--- src/icir_pkg.sv ---
// Package: register map, carriers and constants of the iso interrupt block
`default_nettype none

package icir_pkg;

  // ---------------------------------------------------------------
  // Register offsets (byte addresses inside the host window)
  // ---------------------------------------------------------------
  localparam int          ADDR_W            = 8;
  localparam logic [7:0]  TX_EVENT_SET_OFF  = 8'h90;
  localparam logic [7:0]  TX_EVENT_CLR_OFF  = 8'h94;
  localparam logic [7:0]  TX_MASK_SET_OFF   = 8'h98;
  localparam logic [7:0]  TX_MASK_CLR_OFF   = 8'h9c;
  localparam logic [7:0]  RX_EVENT_SET_OFF  = 8'ha0;
  localparam logic [7:0]  RX_EVENT_CLR_OFF  = 8'ha4;
  localparam logic [7:0]  RX_MASK_SET_OFF   = 8'ha8;
  localparam logic [7:0]  RX_MASK_CLR_OFF   = 8'hac;

  // ---------------------------------------------------------------
  // Field layout and reset values
  // ---------------------------------------------------------------
  localparam int          CTX_MAX           = 8;
  localparam logic [7:0]  EVENT_RESET       = 8'h00;
  localparam logic [7:0]  ENABLE_RESET      = 8'h00;
  localparam logic [23:0] RESERVED_READ     = 24'h000000;
  localparam logic [1:0]  INT_ALWAYS        = 2'h3;

  // ---------------------------------------------------------------
  // Carriers
  // ---------------------------------------------------------------
  typedef struct packed {
    logic              wr;
    logic              rd;
    logic [ADDR_W-1:0] addr;
    logic [31:0]       wdata;
  } icir_req_type;

  typedef struct packed {
    logic [CTX_MAX-1:0]      done;
    logic [CTX_MAX-1:0][1:0] int_ctrl;
  } icir_done_type;

endpackage : icir_pkg

`default_nettype wire

--- src/icir_regs.sv ---
// Module: per-context iso transmit and receive interrupt event/mask logic
`timescale 1ns/1ps
`default_nettype none

// What this block does
// - Eight tx event bits, upper bits read zero
// - Tx event set 90h, clear 94h
// - Tx mask set at 98h enables events
// - Writing one at 9Ch clears tx mask
// - Unimplemented context mask bits read zero
// - Zero bits written leave register bits alone
// - Eight rx event bits, upper bits zero
// - Rx event sets on final command interrupt-always
// - Rx event AND mask raises rx summary
// - Software set write raises rx events
// - Software clear write clears rx events
// - Read at set address returns raw events
// - Read at clear address returns masked events
// - Rx event set A0h, clear A4h
// - Rx mask set A8h, clear ACh
// - Tx event sets on last output interrupt-always
// - Tx event AND mask raises tx summary
// - No interrupt without global master enable
module icir_regs
  import icir_pkg::*;
#(
  parameter int TX_CONTEXTS = 8,
  parameter int RX_CONTEXTS = 8
)(
  input  wire logic          clk_sys,
  input  wire logic          reset,
  input  wire icir_req_type  req,
  input  wire icir_done_type tx_done,
  input  wire icir_done_type rx_done,
  input  wire logic          global_master_enable,
  input  wire logic          tx_summary_enable,
  input  wire logic          rx_summary_enable,
  output logic [31:0]        rdata,
  output logic               rvalid,
  output logic               tx_summary_flag,
  output logic               rx_summary_flag,
  output logic               irq
);

  // ---------------------------------------------------------------
  // Implemented context masks
  // ---------------------------------------------------------------
  localparam logic [8:0] TX_ONES = 9'((10'h1 << TX_CONTEXTS) - 10'h1);
  localparam logic [8:0] RX_ONES = 9'((10'h1 << RX_CONTEXTS) - 10'h1);
  localparam logic [7:0] TX_IMPL = TX_ONES[7:0];
  localparam logic [7:0] RX_IMPL = RX_ONES[7:0];

  logic [7:0] tx_context_event_reg;
  logic [7:0] tx_context_enable_reg;
  logic [7:0] rx_context_event_reg;
  logic [7:0] rx_context_enable_reg;
  logic [7:0] next_tx_event;
  logic [7:0] next_rx_event;
  logic [7:0] next_tx_enable;
  logic [7:0] next_rx_enable;
  logic [31:0] next_rdata;

  // ---------------------------------------------------------------
  // Address decode
  // ---------------------------------------------------------------
  wire logic       hit_tx_ev_set = req.addr == TX_EVENT_SET_OFF;
  wire logic       hit_tx_ev_clr = req.addr == TX_EVENT_CLR_OFF;
  wire logic       hit_tx_mk_set = req.addr == TX_MASK_SET_OFF;
  wire logic       hit_tx_mk_clr = req.addr == TX_MASK_CLR_OFF;
  wire logic       hit_rx_ev_set = req.addr == RX_EVENT_SET_OFF;
  wire logic       hit_rx_ev_clr = req.addr == RX_EVENT_CLR_OFF;
  wire logic       hit_rx_mk_set = req.addr == RX_MASK_SET_OFF;
  wire logic       hit_rx_mk_clr = req.addr == RX_MASK_CLR_OFF;

  // Write-one strobes per register; zero bits give no strobe
  wire logic [7:0] wbits = req.wdata[7:0];
  wire logic [7:0] tx_ev_set_w =
    (req.wr && hit_tx_ev_set) ? wbits : 8'h00;
  wire logic [7:0] tx_ev_clr_w =
    (req.wr && hit_tx_ev_clr) ? wbits : 8'h00;
  wire logic [7:0] tx_mk_set_w =
    (req.wr && hit_tx_mk_set) ? wbits : 8'h00;
  wire logic [7:0] tx_mk_clr_w =
    (req.wr && hit_tx_mk_clr) ? wbits : 8'h00;
  wire logic [7:0] rx_ev_set_w =
    (req.wr && hit_rx_ev_set) ? wbits : 8'h00;
  wire logic [7:0] rx_ev_clr_w =
    (req.wr && hit_rx_ev_clr) ? wbits : 8'h00;
  wire logic [7:0] rx_mk_set_w =
    (req.wr && hit_rx_mk_set) ? wbits : 8'h00;
  wire logic [7:0] rx_mk_clr_w =
    (req.wr && hit_rx_mk_clr) ? wbits : 8'h00;

  // Hardware completion with interrupt-always control
  logic [7:0] tx_hw_set;
  logic [7:0] rx_hw_set;

  // ---------------------------------------------------------------
  // Per-context next-state logic
  // ---------------------------------------------------------------
  // Hardware set beats a software clear in the same cycle; only
  // implemented contexts can ever hold a one.
  genvar g;
  generate
    for (g = 0; g < CTX_MAX; g++)
    begin : g_ctx
      assign tx_hw_set[g] = tx_done.done[g] &&
                            tx_done.int_ctrl[g] == INT_ALWAYS;
      assign rx_hw_set[g] = rx_done.done[g] &&
                            rx_done.int_ctrl[g] == INT_ALWAYS;
      assign next_tx_event[g] = TX_IMPL[g] &&
        (tx_hw_set[g] || tx_ev_set_w[g] ||
         (tx_context_event_reg[g] && !tx_ev_clr_w[g]));
      assign next_rx_event[g] = RX_IMPL[g] &&
        (rx_hw_set[g] || rx_ev_set_w[g] ||
         (rx_context_event_reg[g] && !rx_ev_clr_w[g]));
      assign next_tx_enable[g] = TX_IMPL[g] &&
        (tx_mk_set_w[g] ||
         (tx_context_enable_reg[g] && !tx_mk_clr_w[g]));
      assign next_rx_enable[g] = RX_IMPL[g] &&
        (rx_mk_set_w[g] ||
         (rx_context_enable_reg[g] && !rx_mk_clr_w[g]));
    end
  endgenerate

  // ---------------------------------------------------------------
  // Read selection
  // ---------------------------------------------------------------
  // Masks read back only implemented bits, which lets software probe
  wire logic [7:0] tx_masked = tx_context_event_reg & tx_context_enable_reg;
  wire logic [7:0] rx_masked = rx_context_event_reg & rx_context_enable_reg;
  wire logic [7:0] rd_low =
    hit_tx_ev_set ? tx_context_event_reg  :
    hit_tx_ev_clr ? tx_masked             :
    (hit_tx_mk_set || hit_tx_mk_clr) ? tx_context_enable_reg :
    hit_rx_ev_set ? rx_context_event_reg  :
    hit_rx_ev_clr ? rx_masked             :
    (hit_rx_mk_set || hit_rx_mk_clr) ? rx_context_enable_reg :
    8'h00;
  assign next_rdata = {RESERVED_READ, rd_low};

  // ---------------------------------------------------------------
  // Registers
  // ---------------------------------------------------------------
  // Event and enable state
  always_ff @(posedge clk_sys or posedge reset)
  begin
    if (reset)
    begin
      tx_context_event_reg  <= EVENT_RESET;
      rx_context_event_reg  <= EVENT_RESET;
      tx_context_enable_reg <= ENABLE_RESET;
      rx_context_enable_reg <= ENABLE_RESET;
    end
    else
    begin
      tx_context_event_reg  <= next_tx_event;
      rx_context_event_reg  <= next_rx_event;
      tx_context_enable_reg <= next_tx_enable;
      rx_context_enable_reg <= next_rx_enable;
    end
  end

  // Read answer, one cycle after the read request
  always_ff @(posedge clk_sys or posedge reset)
  begin
    if (reset)
    begin
      rdata  <= 32'h00000000;
      rvalid <= 1'h0;
    end
    else
    begin
      rdata  <= req.rd ? next_rdata : 32'h00000000;
      rvalid <= req.rd;
    end
  end

  // Summary flags and the gated processor interrupt
  always_ff @(posedge clk_sys or posedge reset)
  begin
    if (reset)
    begin
      tx_summary_flag <= 1'h0;
      rx_summary_flag <= 1'h0;
      irq             <= 1'h0;
    end
    else
    begin
      tx_summary_flag <= |tx_masked;
      rx_summary_flag <= |rx_masked;
      irq <= global_master_enable &&
             ((tx_summary_flag && tx_summary_enable) ||
              (rx_summary_flag && rx_summary_enable));
    end
  end
endmodule : icir_regs

`default_nettype wire

--- config.mk ---
export PLATFORM = sky130hd
export DESIGN_NAME = icir_regs
export DESIGN_NICKNAME = d
export VERILOG_FILES = /design/src/icir_pkg.sv /design/src/icir_regs.sv
export SDC_FILE = /design/constraint.sdc
export NUM_CORES = 1
export LEC_CHECK = 0
export ABC_AREA = 1
export BUFFER_PORTS_ARGS = -buffer_cell sky130_fd_sc_hd__buf_2
export CORE_UTILIZATION = 40
export CTS_CLUSTER_DIAMETER = 30
export CTS_CLUSTER_SIZE = 10
export DETAILED_ROUTE_END_ITERATION = 7
export GPL_TIMING_DRIVEN = 0
export PLACE_DENSITY_LB_ADDON = 0.15
export REMOVE_ABC_BUFFERS = 1
export SYNTH_ARGS = -nofsm -noshare
export SYNTH_HDL_FRONTEND = slang
export SYNTH_SLANG_ARGS = --single-unit
--- constraint.sdc ---
create_clock -name clk_sys -period 1.12 [get_ports clk_sys]
set_input_delay 0.168 -clock clk_sys [delete_from_list [all_inputs] [get_ports clk_sys]]
set_output_delay 0.168 -clock clk_sys [all_outputs]
set_load 0.05 [all_outputs]
==> results.json <==
{
  "dr.pass1.iters": 5,
  "drtIter0Drc": 164,
  "period_share_pct": 95.7,
  "finalWeightedCongestion": 0.788,
  "num_rows": 29,
  "critPathMaxStageDelay_ns": 0.38,
  "synth_area_leaders": "dfrtp_1, nand3_1, buf_4, nand2_1, o21ai_0",
  "grt_max_degree": 28,
  "finalNetCount": 505,
  "ys_seq_elements": 44,
  "insertion_delay_ns": 0.30,
  "synth-seq-area-share_pct": 41.9,
  "dieArea_mm2": 0.00689,
  "grt_pass1_wl_um": 11500,
  "cp-end-kind": "flop",
  "placed_cells": 463,
  "period_minus_slack_ns": 1.07,
  "fin_util_pct": 54.1,
  "ys_warn_count": 0,
  "path_cells": "nand2_1 -> nand3b_1 -> nand4_1 -> nand2_1 -> a21oi_2",
  "max_clock_freq_mhz": 933,
  "vias": 2533,
  "start_kind": "flop",
  "worstPathArrival_ns": 1.30,
  "yosys.area.top_type": "dfrtp_1",
  "synth_top_area_share_pct": 41.9,
  "p_leak_nw": 1.57,
  "area_growth_pct": 30.8,
  "drive_gt1_share_pct": 36.7,
  "cp_common_cell": "nand2_1",
  "cts.path.max_buffers": 2,
  "fin_skew_ns": 0.00158,
  "cts.sinks": 44,
  "peakVddDrop_v": 0.000783,
  "first_global_vias": 2272,
  "setup_viol": 0,
  "maxCapViolations": 0,
  "diodes": 0,
  "synth-edff-count": 0,
  "num_io_pins": 131,
  "async_reset_ff_share_pct": 100,
  "cts_tree": "built",
  "finalMaxSlewViolations": 0,
  "die_x_um": 83.0,
  "rsz0062_at_grt": "true",
  "htree_levels": 2,
  "die_height_um": 83.0,
  "io_buffers": 82,
  "hpwl_um": 4780,
  "drcViolationCount": 0,
  "wl_per_cell_um": 14.2,
  "ant_nets": 0,
  "netlist_area_mm2": 0.00263,
  "fillers": 619,
  "wirelength_um": 6950,
  "status": "finished, final reports clean",
  "syn_inst": 311,
  "synth_top_flop_cell": "dfrtp_1",
  "fin_cells": 488,
  "coreArea_mm2": 0.00635,
  "track_usage_pct": 21.1,
  "antenna_found_initial": 0,
  "hold_viol": 0,
  "cp_slowest_cell": "dfrtp_1",
  "clock-root-buffer": "clkbuf_8",
  "power.density_mw_per_mm2": 1080,
  "cts_made_buffers": 5,
  "initial_core_util_pct": 41.3,
  "path_max_fanout": 3,
  "grt-ovfl-total": 0,
  "path_clk_slew_ns": 0.08,
  "crit_type": "reg -> reg",
  "viasPerCell": 5.19,
  "synth.distinct_cells": 28,
  "ys_top_cells_by_count": "nand2_1, nand3_1, dfrtp_1",
  "required_ns": 1.35,
  "hold_path.class": "in -> reg",
  "avgSynthCellArea_um2": 8.44
}
report_power, final:
| part | total, W | leakage (nW) | internal, W | switching (W) |
|---|---|---|---|---|
| Clock | 0.00123 | 0.0552 | 0.000663 | 0.000563 |
| Sequential | 0.00168 | 0.523 | 0.00165 | 0.0000348 |
| Combinational | 0.000815 | 0.994 | 0.000246 | 0.000569 |
| Total | 0.00372 | 1.57 | 0.00256 | 0.00117 |
worst max-delay path, delay by kind of cell (launching register included):
kind | cells | cell delay, ns
AND/OR/NAND/NOR | 4 | 0.52
flip-flops | 1 | 0.38
AO/OA/AOI/OAI | 1 | 0.11
cell usage in the layout, fill, tap and decap left out, drive strengths merged:
cell type	Yosys	routed
nor3	2	2
clkinv	0	1
buf	29	94
a21oi	8	8
nand2	57	58
clkbuf	2	8
dlygate4sd3	0	1
dfrtp	44	44
nand3	50	50
bufinv	0	1
inv	17	16
conb	1	24
a21boi	1	1
or2	9	9
nand3b	8	8
clkinvlp	0	2
o31ai	16	16
nand4	11	11
o21ai	40	40
nor2	8	9
o21a	8	8
path summary, 6_finish.rpt:
path,startpoint,end,slack [ns],cells after the start
setup / recovery,rx_context_event_reg[0],rdata[0],0.05,5
hold / removal,req[40],rvalid,0.08,1
setup reg to reg,rx_context_event_reg[0],rdata[0],0.05,5
hold reg to reg,tx_context_enable_reg[5],tx_context_enable_reg[5],0.53,2
max in group asynchronous,reset,tx_context_enable_reg[5],0.24,4
min in group asynchronous,reset,tx_context_event_reg[1],0.40,3
cell type report:
| cell class | instances | area (um^2) | share of cell area [%] |
|---|---|---|---|
| timing repair buffer | 97 | 597 | 17.4 |
| multi-input combinational | 244 | 1450 | 42.2 |
| tap | 77 | 96.3 | 2.81 |
| sequential | 44 | 1100 | 32.1 |
| clock buffer | 6 | 72.6 | 2.11 |
| clock inverter | 2 | 35.0 | 1.02 |
| timing repair inverter | 1 | 5.00 | 0.146 |
| inverter | 17 | 77.6 | 2.26 |
what timing repair did:
item | in CTS | in global routing
resized for setup | 8 | 41
hold buffers | 1 | 0
buffers inserted | 6 | 7
endpoints found under the hold margin | 17 | 0
gates cloned | 2 | 1
setup endpoints to repair | 40 | 42
pin swaps | 3 | 14
cells by family (layout without fill, tap and decap cells):
family                 count (synthesis)  count (layout)  share of synthesized area (%)
other                                  1              24                          0.143
flip-flops                            44              44                           41.9
AND/OR/NAND/NOR                      145             147                           30.2
AO/OA/AOI/OAI                         73              73                           16.6
buffers and inverters                 48             123                           11.1
through the flow:
stage	hold slack (ns)	setup slack (ns)	area, um^2	power (W)	setup TNS, ns
after floorplan	0.199	-0.160	2480	0.00219	-6.22
after global placement	0.392	-0.704	2990	0.00241	-48.61
after detailed placement	0.186	-0.666	3010	0.00243	-18.61
after CTS	0.0773	-0.00371	3230	0.00367	-0.00573
after global routing	0.0635	-0.0160	3430	0.00390	-0.0272
final	0.0799	0.0477	3430	0.00372	0
per-layer routing:
layer	wire, um	global-route usage [%]
met3	426	3.98
met4	54	5.96
met1	3130	29.4
met5	0	0
met2	3340	33.6
Power figures use the tool's default switching activity.
